$ cat src/tbr_pkg.sv
package tbr_pkg;
	localparam int TBR_AW = 6;
	localparam int TBR_CW = 7;
	localparam int TBR_ROW_W = 20;
	localparam int TBR_PC_W = 18;
	localparam logic [7:0] TBR_OFF_CTRL = 8'h00;
	localparam logic [7:0] TBR_OFF_STAT = 8'h04;
	localparam logic [7:0] TBR_OFF_DATA = 8'h08;
	localparam logic [7:0] TBR_OFF_DATA_UP = 8'h0c;
	localparam int TBR_CTRL_ARM = 0;
	localparam int TBR_CTRL_TSRC = 1;
	localparam int TBR_CTRL_MODE = 2;
	localparam logic [3:0] TBR_CTRL_RST = 4'h0;
	localparam int TBR_STAT_WRAP = 8;
	localparam int TBR_STAT_UNLK = 9;
	localparam int TBR_STAT_ARM = 10;
	localparam logic [1:0] TBR_MODE_NORMAL = 2'h0;
	localparam logic [1:0] TBR_MODE_LOOP1 = 2'h1;
	localparam logic [1:0] TBR_MODE_COMP = 2'h2;
	localparam int TBR_INF_SRCDST = 19;
	localparam int TBR_INF_VEC = 18;
	localparam logic [1:0] TBR_FMT_BASE = 2'h0;
	localparam logic [1:0] TBR_FMT_ONE = 2'h1;
	localparam logic [1:0] TBR_FMT_TWO = 2'h2;
	localparam logic [1:0] TBR_FMT_THREE = 2'h3;
endpackage : tbr_pkg

$ cat src/tbr_mem_if.sv
`timescale 1ns/1ps
interface tbr_mem_if #(parameter int W = 20, parameter int AW = 6);
	logic we;
	logic [AW-1:0] waddr;
	logic [W-1:0] wdata;
	logic [AW-1:0] raddr;
	logic [W-1:0] rdata;
	modport ctl(output we, output waddr, output wdata, output raddr, input rdata);
	modport mem(input we, input waddr, input wdata, input raddr, output rdata);
endinterface : tbr_mem_if

$ cat src/tbr_top.sv
`timescale 1ns/1ps
module tbr_top (
	// clock and reset
	input wire logic pclk,
	input wire logic presetn,
	// apb slave
	input wire logic psel,
	input wire logic penable,
	input wire logic pwrite,
	input wire logic [7:0] paddr,
	input wire logic [31:0] pwdata,
	input wire logic [3:0] pstrb,
	output logic pready,
	output logic [31:0] prdata,
	output logic pslverr,
	// trace capture from the debug unit
	input wire logic trc_valid,
	input wire logic [tbr_pkg::TBR_PC_W-1:0] trc_pc,
	input wire logic trc_dest,
	input wire logic trc_vec,
	input wire logic session_end,
	// security pin
	input wire logic secured
);
	import tbr_pkg::*;

	logic pready_q;
	logic pslverr_q;
	logic [31:0] prdata_q;
	logic [3:0] ctrl_q;
	logic sec_m_q;
	logic sec_s_q;
	logic unlocked_q;
	logic [TBR_AW-1:0] rd_ptr_q;
	logic half_q;
	logic [TBR_AW-1:0] wr_ptr_q;
	logic [TBR_CW-1:0] count_q;
	logic wrapped_q;
	logic [TBR_PC_W-1:0] last_pc_q;
	logic last_ok_q;
	// set by the first session; before it the line count is still unknown
	logic filled_q;

	logic acc;
	logic done;
	logic aligned;
	logic full_wr;
	logic mapped;
	logic arm;
	logic tsrc;
	logic [1:0] mode;
	logic rd_ok;
	logic sess_start;
	logic unlock;
	logic rewind;
	logic advance;
	logic [TBR_AW-1:0] oldest;
	logic [31:0] rd_val;
	logic cap;
	logic dup_src;
	logic norm_we;
	logic cmp_we;
	logic cmp_new;
	logic [TBR_ROW_W-1:0] cmp_row;
	logic [TBR_ROW_W-1:0] norm_row;
	logic row_we;
	logic row_new;
	logic [TBR_ROW_W-1:0] row;

	tbr_mem_if #(.W(TBR_ROW_W), .AW(TBR_AW)) mif ();

	assign pready = pready_q;
	assign pslverr = pslverr_q;
	assign prdata = prdata_q;

	assign arm = ctrl_q[TBR_CTRL_ARM];
	assign tsrc = ctrl_q[TBR_CTRL_TSRC];
	assign mode = ctrl_q[TBR_CTRL_MODE +: 2];

	// one wait state: data is sampled in the first access cycle
	assign acc = psel && penable && !pready_q;
	assign done = psel && penable && pready_q;
	assign aligned = paddr[1:0] == 2'h0;
	assign full_wr = pstrb == 4'hf;
	assign mapped = aligned && (paddr == TBR_OFF_CTRL || paddr == TBR_OFF_STAT
		|| paddr == TBR_OFF_DATA || paddr == TBR_OFF_DATA_UP);

	// security pin comes from outside the clock domain
	always_ff @(posedge pclk or negedge presetn) begin
		if (!presetn) begin
			sec_m_q <= 1'b1;
			sec_s_q <= 1'b1;
		end else begin
			sec_m_q <= secured;
			sec_s_q <= sec_m_q;
		end
	end

	assign rd_ok = unlocked_q && !arm && tsrc && !sec_s_q;
	assign oldest = wrapped_q ? wr_ptr_q : '0;

	assign sess_start = done && pwrite && paddr == TBR_OFF_CTRL && pstrb[0]
		&& pwdata[TBR_CTRL_ARM];
	assign rewind = done && pwrite && full_wr && aligned
		&& (paddr == TBR_OFF_DATA || paddr == TBR_OFF_DATA_UP);
	assign unlock = rewind && !arm;
	assign advance = done && !pwrite && paddr == TBR_OFF_DATA && rd_ok;

	// buffer word select; only the lower data port delivers contents
	always_comb begin
		rd_val = 32'h0000_0000;
		if (paddr == TBR_OFF_DATA && tsrc && rd_ok) begin
			if (half_q) begin
				rd_val = {28'h000_0000, mif.rdata[19:16]};
			end else begin
				rd_val = {16'h0000, mif.rdata[15:0]};
			end
		end else if (paddr == TBR_OFF_CTRL) begin
			rd_val = {28'h000_0000, ctrl_q};
		end else if (paddr == TBR_OFF_STAT) begin
			rd_val[TBR_CW-1:0] = count_q;
			rd_val[TBR_STAT_WRAP] = wrapped_q;
			rd_val[TBR_STAT_UNLK] = unlocked_q;
			rd_val[TBR_STAT_ARM] = arm;
		end
	end

	// apb answer
	always_ff @(posedge pclk or negedge presetn) begin
		if (!presetn) begin
			pready_q <= 1'b0;
			pslverr_q <= 1'b0;
			prdata_q <= 32'h0000_0000;
		end else begin
			pready_q <= acc;
			pslverr_q <= acc && !mapped;
			if (acc && !pwrite && mapped) begin
				prdata_q <= rd_val;
			end else begin
				prdata_q <= 32'h0000_0000;
			end
		end
	end

	// control register; a software write beats the session end
	always_ff @(posedge pclk or negedge presetn) begin
		if (!presetn) begin
			ctrl_q <= TBR_CTRL_RST;
		end else if (done && pwrite && paddr == TBR_OFF_CTRL && pstrb[0]) begin
			ctrl_q <= pwdata[3:0];
		end else if (session_end) begin
			ctrl_q[TBR_CTRL_ARM] <= 1'b0;
		end
	end

	// read lock
	always_ff @(posedge pclk or negedge presetn) begin
		if (!presetn) begin
			unlocked_q <= 1'b0;
		end else if (sess_start) begin
			unlocked_q <= 1'b0;
		end else if (unlock) begin
			unlocked_q <= 1'b1;
		end
	end

	// read pointer
	always_ff @(posedge pclk or negedge presetn) begin
		if (!presetn) begin
			rd_ptr_q <= '0;
			half_q <= 1'b0;
		end else if (rewind) begin
			rd_ptr_q <= oldest;
			half_q <= 1'b0;
		end else if (advance) begin
			half_q <= !half_q;
			if (half_q) begin
				rd_ptr_q <= rd_ptr_q + 1'b1;
			end
		end
	end

	// capture while armed
	assign cap = arm && trc_valid && !sess_start;
	// loop1 drops only a source address that repeats the last stored address
	assign dup_src = mode == TBR_MODE_LOOP1 && !trc_dest && !trc_vec
		&& last_ok_q && trc_pc == last_pc_q;
	assign norm_we = cap && mode != TBR_MODE_COMP && !dup_src;
	always_comb begin
		norm_row = {2'h0, trc_pc};
		norm_row[TBR_INF_SRCDST] = trc_dest || trc_vec;
		norm_row[TBR_INF_VEC] = trc_vec;
	end

	tbr_cmp u_cmp (
		.clk(pclk),
		.rst_n(presetn),
		.start(sess_start),
		.valid(cap && mode == TBR_MODE_COMP),
		.pc(trc_pc),
		.at_line0(wr_ptr_q == '0),
		.we(cmp_we),
		.new_line(cmp_new),
		.row(cmp_row)
	);

	assign row_we = norm_we || cmp_we;
	assign row_new = norm_we || cmp_new;
	assign row = norm_we ? norm_row : cmp_row;

	always_ff @(posedge pclk or negedge presetn) begin
		if (!presetn) begin
			last_ok_q <= 1'b0;
		end else if (sess_start) begin
			last_ok_q <= 1'b0;
		end else if (norm_we) begin
			last_ok_q <= 1'b1;
		end
	end

	always_ff @(posedge pclk) begin
		if (norm_we) begin
			last_pc_q <= trc_pc;
		end
	end

	// fill state has no reset: a system reset must not lose the session
	always_ff @(posedge pclk) begin
		if (sess_start) begin
			filled_q <= 1'b1;
			wr_ptr_q <= '0;
			count_q <= '0;
			wrapped_q <= 1'b0;
		end else if (row_we && row_new) begin
			wr_ptr_q <= wr_ptr_q + 1'b1;
			if (count_q != TBR_CW'(2**TBR_AW)) begin
				count_q <= count_q + 1'b1;
			end
			if (wr_ptr_q == '1) begin
				wrapped_q <= 1'b1;
			end
		end
	end

	// an offset row that grows is rewritten in place on the last line
	assign mif.we = row_we;
	assign mif.waddr = row_new ? wr_ptr_q : wr_ptr_q - 1'b1;
	assign mif.wdata = row;
	assign mif.raddr = rd_ptr_q;

	tbr_mem u_mem (
		.clk(pclk),
		.mp(mif.mem)
	);
endmodule : tbr_top

$ cat src/tbr_mem.sv
`timescale 1ns/1ps
module tbr_mem (
	// clock
	input wire logic clk,
	// ports
	tbr_mem_if.mem mp
);
	import tbr_pkg::*;
	// no reset: contents must survive a system reset
	logic [TBR_ROW_W-1:0] ram [2**TBR_AW];
	always_ff @(posedge clk) begin
		if (mp.we) begin
			ram[mp.waddr] <= mp.wdata;
		end
		mp.rdata <= ram[mp.raddr];
	end
endmodule : tbr_mem

$ cat src/tbr_cmp.sv
`timescale 1ns/1ps
module tbr_cmp (
	// clock and reset
	input wire logic clk,
	input wire logic rst_n,
	// opcode stream
	input wire logic start,
	input wire logic valid,
	input wire logic [tbr_pkg::TBR_PC_W-1:0] pc,
	input wire logic at_line0,
	// row out
	output logic we,
	output logic new_line,
	output logic [tbr_pkg::TBR_ROW_W-1:0] row
);
	import tbr_pkg::*;
	logic [11:0] base_q;
	logic have_q;
	logic [1:0] slots_q;
	logic [11:0] acc_q;
	logic open_line;
	logic need_base;
	logic [5:0] off;
	// offset from the bottom of the 64-address block of the base
	assign off = pc[5:0];
	assign open_line = have_q && (slots_q == 2'h1 || slots_q == 2'h2);
	// line 0 must never start with an offset row
	assign need_base = !have_q || pc[17:6] != base_q || (!open_line && at_line0);
	assign we = valid;
	always_comb begin
		new_line = 1'b1;
		if (need_base) begin
			row = {TBR_FMT_BASE, pc};
		end else if (!open_line) begin
			row = {TBR_FMT_ONE, 12'h000, off};
		end else if (slots_q == 2'h1) begin
			new_line = 1'b0;
			row = {TBR_FMT_TWO, 6'h00, off, acc_q[5:0]};
		end else begin
			new_line = 1'b0;
			row = {TBR_FMT_THREE, off, acc_q};
		end
	end
	always_ff @(posedge clk or negedge rst_n) begin
		if (!rst_n) begin
			have_q <= 1'b0;
			slots_q <= 2'h0;
			base_q <= 12'h000;
			acc_q <= 12'h000;
		end else if (start) begin
			have_q <= 1'b0;
			slots_q <= 2'h0;
		end else if (valid) begin
			acc_q <= row[11:0];
			if (need_base) begin
				base_q <= pc[17:6];
				have_q <= 1'b1;
				slots_q <= 2'h0;
			end else if (open_line) begin
				slots_q <= slots_q + 2'h1;
			end else begin
				slots_q <= 2'h1;
			end
		end
	end
endmodule : tbr_cmp

$ cat config.mk
export PLATFORM = sky130hd
export DESIGN_NAME = tbr_top
export DESIGN_NICKNAME = d
export VERILOG_FILES = /design/src/tbr_pkg.sv /design/src/tbr_mem_if.sv /design/src/tbr_top.sv /design/src/tbr_mem.sv /design/src/tbr_cmp.sv
export SDC_FILE = /design/constraint.sdc
export NUM_CORES = 2
export LEC_CHECK = 0
export ABC_CLOCK_PERIOD_IN_PS = 8450
export BUFFER_PORTS_ARGS = -buffer_cell sky130_fd_sc_hd__clkbuf_2
export CAP_MARGIN = 25
export CORE_ASPECT_RATIO = 0.8
export CORE_UTILIZATION = 34
export CTS_BUF_LIST = sky130_fd_sc_hd__clkbuf_8
export CTS_CLUSTER_SIZE = 24
export DETAILED_ROUTE_END_ITERATION = 7
export PLACE_DENSITY = 0.53
export SLEW_MARGIN = 0
export SYNTH_ARGS = -nofsm -noshare
export SYNTH_HDL_FRONTEND = slang
export SYNTH_SLANG_ARGS = --single-unit
$ cat constraint.sdc
create_clock -name pclk -period 8.45 [get_ports pclk]
set_input_delay 2.535 -clock pclk [delete_from_list [all_inputs] [get_ports pclk]]
set_output_delay 2.535 -clock pclk [all_outputs]
set_load 0.05 [all_outputs]
==> Word-level counts from Yosys, hierarchy flattened <==
Memories as Yosys holds them, arrays and structs flattened. A register that Yosys moved wholly into a read port is not among the register bits.
Index checks and enable logic that the tools add are counted.
{ "op_classes": {"n_eq_ne": 13, "n_reduce_logical": 73, "bitwise_logic": 1, "mux": 35, "addsub": 5} }
{ "ops": {"columns": ["operator", "count"], "rows": [
  ["$mux 20", 3],
  ["$mux 16", 3],
  ["$logic_and 1x1->1", 35],
  ["$mux 6", 5],
  ["$mux 19", 1],
  ["$eq 18x18->1", 1],
  ["$eq 8x4->1 const B", 2],
  ["$mux 1", 15],
  ["$mux 7", 2],
  ["$reduce_bool 2->1", 7],
  ["$add 6x1->6 const B", 2],
  ["$logic_not 1->1", 12],
  ["$ne 12x12->1", 1],
  ["$logic_or 1x1->1", 10],
  ["$reduce_and 2->1", 5],
  ["$eq 8x3->1 const B", 1],
  ["$logic_not 8->1", 1],
  ["$mux 2", 4],
  ["$add 7x1->7 const B", 1],
  ["$ne 7x7->1 const B", 1],
  ["$eq 6x6->1 const B", 1],
  ["$logic_not 6->1", 1],
  ["$mux 3", 2],
  ["$sub 6x1->6 const B", 1],
  ["8 further kinds", 10]
]} }
{ "totals": {"ram_bits": 1280, "mem_count": 1, "output_inout_bits": 34, "in_bits": 72, "regBits": 108, "elab_cells": 147} }
{ "mem_list": {"columns": ["memory", "depth", "word_bits", "read_ports", "rd_ports_with_merged_regs", "wr", "line_no", "rtl"], "rows": [
  ["u_mem.ram", 64, 20, 1, 1, 1, "tbr_mem.sv:10", "logic [TBR_ROW_W-1:0] ram [2**TBR_AW];"]
]} }

==> Longest topological paths before layout <==
{ "depth": {"depth_word": 13, "ltp_mapped": 11, "ltp_nobuf": 9} }

==> Modules after synthesis <==
Synthesis repeated with hierarchy kept, for this count alone.
{ "hier_totals": {"cells_unflattened": 2741, "hier_area_um2": 54715.0} }
{ "by_module_without_submodules": {"columns": ["module", "n_inst", "seq_area_each_um2", "cells_each", "area_per_inst_um2"], "rows": [
  ["tbr_mem", 1, 38837.2, 2243, 49495.0],
  ["tbr_top", 1, 1649.1, 334, 3569.7],
  ["tbr_cmp", 1, 675.6, 164, 1650.3]
]} }

==> Worst setup path before layout <==
No wires, ideal clock.
{ "synth_timing": {"path_type": "input port to flip-flop", "startpoint": "input paddr[1]", "endpoint": "memory u_mem.ram[22][0] (enable)", "setup_slack_ns": 1.912, "path_stages": 11, "arrival_ns": 6.116, "setup_ns": 0.422, "path_cell_list": "or4_4 -> nor4_4 -> nand3b_1 -> a211o_1 -> buf_4 -> inv_2 -> buf_6 -> a211oi_2 -> a21oi_1 -> buf_2 -> nor3_1"} }
{ "synth_via": {"elab_chain_cells": 11} }
{ "synth_rtl": {"columns": ["item", "line_no", "rtl"], "rows": [
  ["start: declaration", "tbr_top.sv:10", "input wire logic [7:0] paddr,"],
  ["$logic_not 8->1 (*)", "tbr_top.sv:102", "assign sess_start = done && pwrite && paddr == TBR_OFF_CTRL && pstrb[0]"],
  ["$logic_and 1x1->1 (*) (2 in series)", "tbr_top.sv:102", null],
  ["$logic_and 1x1->1 (*)", "tbr_top.sv:103", "&& pwdata[TBR_CTRL_ARM];"],
  ["$logic_not 1->1 (*)", "tbr_top.sv:184", "assign cap = arm && trc_valid && !sess_start;"],
  ["$logic_and 1x1->1 (*)", "tbr_top.sv:184", null],
  ["$logic_and 1x1->1 (*) (2 in series)", "tbr_top.sv:188", "assign norm_we = cap && mode != TBR_MODE_COMP && !dup_src;"],
  ["net norm_we", "tbr_top.sv:61", "logic norm_we;"],
  ["$logic_or 1x1->1", "tbr_top.sv:207", "assign row_we = norm_we || cmp_we;"],
  ["$mux 1", "tbr_mem.sv:12", "if (mp.we) begin"],
  ["$mux 1 (implied by the code)", "tbr_mem.sv:13", "ram[mp.waddr] <= mp.wdata;"],
  ["end: declaration", "tbr_mem.sv:10", null]
]} }
The timed path passes the listed nets; every way through them passes the cells marked *.

==> Worst setup path in the final report <==
{ "layout_timing": {"startpoint": "input trc_pc[10] (netlist name)", "endpoint": "memory u_mem.ram[56][16] (enable)"} }
{ "layout_via": {"elab_chain_cells": 7} }
{ "layout_rtl": {"columns": ["item", "line_no", "rtl"], "rows": [
  ["start: declaration", "tbr_top.sv:18", "input wire logic [tbr_pkg::TBR_PC_W-1:0] trc_pc,"],
  ["$eq 18x18->1", "tbr_top.sv:187", "&& last_ok_q && trc_pc == last_pc_q;"],
  ["$logic_and 1x1->1", "tbr_top.sv:187", null],
  ["$logic_not 1->1", "tbr_top.sv:188", null],
  ["$logic_and 1x1->1", "tbr_top.sv:188", null],
  ["$logic_or 1x1->1", "tbr_top.sv:207", null],
  ["$mux 1", "tbr_mem.sv:12", null],
  ["$mux 1 (implied by the code)", "tbr_mem.sv:13", null]
]} }
Several ways; a longest one is shown, not always the timed one.

==> flow_metrics.py <==
metrics = {
    "grt": {
        "grt_pass1_vias": 26400,
        "antenna_found_initial": 11,
        "grt_max_degree": 144,
        "grt_util_all_layers": 0.174,
        "grt_pass1_wl_um": 196000,
        "grt_overflow": 0,
    },
    "synthesis": {
        "avgSynthCellArea_um2": 22.8,
        "syn-cell-area_mm2": 0.0540,
        "synth_top_cell_by_area": "edfxtp_1",
        "synth_cells": 2375,
        "yosysSeqAreaShare": 0.762,
        "async_reset_ff_frac": 0.0431,
        "synthFlopType": "edfxtp_1",
        "synth_commonest_cells": "1298 x edfxtp_1, 420 x mux4_2, 89 x clkbuf_1, 63 x a21oi_1, 58 x dfrtp_1",
        "ys_ff_latch": 1392,
        "synth_area_leaders": "edfxtp_1 72%, mux4_2 18%, dfrtp_1 2.7%",
        "yosys_warnings": 0,
        "synth.top_cell.area_share": 0.721,
        "synth_edf_count": 1298,
        "ys_types": 62,
        "yosysMostFrequentCell": "edfxtp_1",
    },
    "pwr": {
        "switchingPower_w": 0.00272,
        "combPwrFrac": 0.014,
        "switching_share": 0.212,
        "p_clk_frac": 0.401,
        "powerDensity_mw_per_mm2": 208,
        "finalPower_w": 0.0129,
        "internal_power_w": 0.0101,
        "ir_worst_vdd_v": 0.000160,
        "leakagePower_nw": 19.0,
        "power.share.sequential": 0.585,
    },
    "floorplanning": {
        "row_count": 130,
        "die_area_mm2": 0.161,
        "die_height_um": 359,
        "io_pins": 106,
        "initial_utilization": 0.343,
        "core-area_mm2": 0.157,
        "die_w_um": 448,
    },
    "setup_path": {
        "path_delay_family": "simple AND/OR/NAND/NOR gates",
        "reg2regPathDepth": 7,
        "critPathLaunchType": "primary input",
        "path_cells": "clkbuf_2 > xor2_1 > nor4_1 > or4b_2 > nor3_4 > nand4_1 > a21oi_2 > buf_4",
        "rrSetupSlack_ps": 3930,
        "cp.arrival_ps": 6490,
        "critPathBufInv": 2,
        "crit_type": "in -> reg",
        "cp_slowest_cell": "or4b_2",
        "critical-path-max-stage-delay_ps": 960,
        "r2r_end": "u_mem.ram[56][16]",
        "end_kind": "flip-flop",
        "crit_fanout": 20,
        "worstPathRequired_ps": 9000,
        "reg2reg_from": "u_cmp.base_q[10]",
        "crit_start": "trc_pc[10]",
    },
    "clocking": {
        "cts_hold_buf": 0,
        "cts_max_level": 4,
        "post_cts_buffers": 0,
        "post_cts_resized": 0,
        "clk_latency_ps": 920,
        "cts_tree": "built",
        "clockBufferDepth": 3,
        "clk_pin_slew_worst_paths_ps": 70,
        "clockRootBuffer": "clkbuf_8",
        "cts_made_buffers": 207,
        "cts_sinks": 1392,
    },
    "min_path": {
        "holdPathEnd": "sec_s_q",
        "hp-class": "reg -> reg",
        "hold_path_startpoint": "sec_m_q",
        "min_path_cells": 0,
    },
    "sta": {
        "final-hold-violation-count": 0,
        "setup_violations": 0,
        "timing.fmax_mhz": 168,
        "worstMarginPinSlew_ps": 1160,
        "min_period_over_period": 0.704,
        "finalMaxSlewViolations": 0,
        "tns_ps": 0,
        "rsz0062_at_grt": "false",
        "skew_ps": 33.3,
        "slew-limit-headroom": 0.228,
        "final.min_clock_period_ps": 5950,
    },
    "detailed_routing": {
        "wl_per_cell_um": 28.1,
        "drt-total-wl_um": 139000,
        "num_vias": 25800,
        "drt_iter0_drc": 2509,
        "antenna_left": 0,
        "vias_per_cell": 5.23,
        "drc": 0,
        "drtPass1Iterations": 8,
    },
    "placed_design": {
        "hpwl_um": 79100,
        "routabilityCongestion": 0.822,
        "io_buffer_count": 61,
    },
    "run_status": {
        "status": "finished, final reports clean",
    },
    "layout": {
        "drive_gt1_frac": 0.355,
        "syn2layout_area_growth_pct": 14.2,
        "fillers": 14000,
        "nNetsFinal": 2715,
    },
    "run": {
        "max_cap_viol_count": 0,
    },
}
registers in the layout, indices dropped and copies added (netlist names), 2 cells and up:
signal / cells
u_cmp.slots_q: 2
u_mem.mp.rdata: 20
u_cmp.acc_q: 12
mif.raddr: 6
prdata: 16
last_pc_q: 18
u_mem.ram: 1280
ctrl_q: 4
wr_ptr_q: 6
u_cmp.base_q: 12
count_q: 7
cell usage in the layout (no fill, tap or decap), types with 34 or more instances in the layout:
cell      Yosys  final
dfrtp_1      58     54
edfxtp_1   1298   1298
mux2_2       34     34
mux4_2      420    420
dfxtp_1      34     34
buf_4        17    109
nor2_1       52     52
clkbuf_8      0    227
inv_1         7     89
clkbuf_2      0     60
a21oi_2       1     34
cell families after synthesis:
family          Yosys count  share of synthesized area
fa+ha+maj                 6                    0.00139
xor+xnor                 47                    0.00762
buf+inv                 150                     0.0118
other cells               1                  0.0000694
simple gates            203                     0.0205
compound gates          112                     0.0129
flops                  1392                      0.762
mux                     464                      0.184
final cells by class:
class	instances	area, um^2	area share
flip-flops and latches	1392	41200	0.667
diodes	10	25.0	0.000406
repair buffers	180	1340	0.0216
clock inverters	150	751	0.0122
well taps	2112	2640	0.0428
multi-input cells	848	12600	0.204
clock buffers	227	3120	0.0506
inverters	8	30.0	0.000487
power by group through the flow:
| stage | Clock (W) | Combinational [W] | Sequential [W] |
|---|---|---|---|
| after floorplan | 0 | 0.0000844 | 0.00767 |
| after global placement | 0 | 0.000169 | 0.00767 |
| after detailed placement | 0 | 0.000184 | 0.00767 |
| after CTS | 0.00530 | 0.000184 | 0.00752 |
| after global routing | 0.00558 | 0.000196 | 0.00752 |
| final | 0.00515 | 0.000182 | 0.00752 |
layer usage:
| layer | global-route usage | routed length (um) |
|---|---|---|
| met3 | 0.0339 | 9270 |
| met1 | 0.246 | 60900 |
| met4 | 0.0552 | 3030 |
| met2 | 0.272 | 65400 |
| met5 | 0 | 13 |
through the flow:
| step | cells | util | cell area, um^2 | setup slack (ps) | hold slack (ps) |
|---|---|---|---|---|---|
| final | 4927 | 0.392 | 61700 | 2500 | 366 |
| after global routing | 4919 | 0.392 | 61700 | 2380 | 373 |
| after CTS | 4913 | 0.391 | 61600 | 2590 | 366 |
| after detailed placement | 4536 | 0.367 | 57700 | 1590 | 355 |
| after global placement | 4531 | 0.366 | 57600 | 1710 | 354 |
| after floorplan | 2390 | - | 54100 | 1910 | 345 |
worst reg2reg max path, stage by stage (launching register included):
cell and delay, ps:
dfrtp_1 400, xor2_1 170, nor4_1 650, or4b_2 960, nor3_4 450, nand4_1 730
a21oi_2 360, buf_4 440
worst max-delay path by stage:
stage	cells past startpoint	end	slack [ps]
6_report	8	u_mem.ram[56][16]	2500
5_1_grt	8	u_mem.ram[58][2]	2380
3_5_place_dp	8	u_mem.ram[43][2]	1590
3_3_place_gp	8	u_mem.ram[46][19]	1710
2_1_floorplan	11	u_mem.ram[22][0]	1910
4_1_cts	8	u_mem.ram[43][13]	2590
No activity file was read; power rests on OpenSTA's default activity.
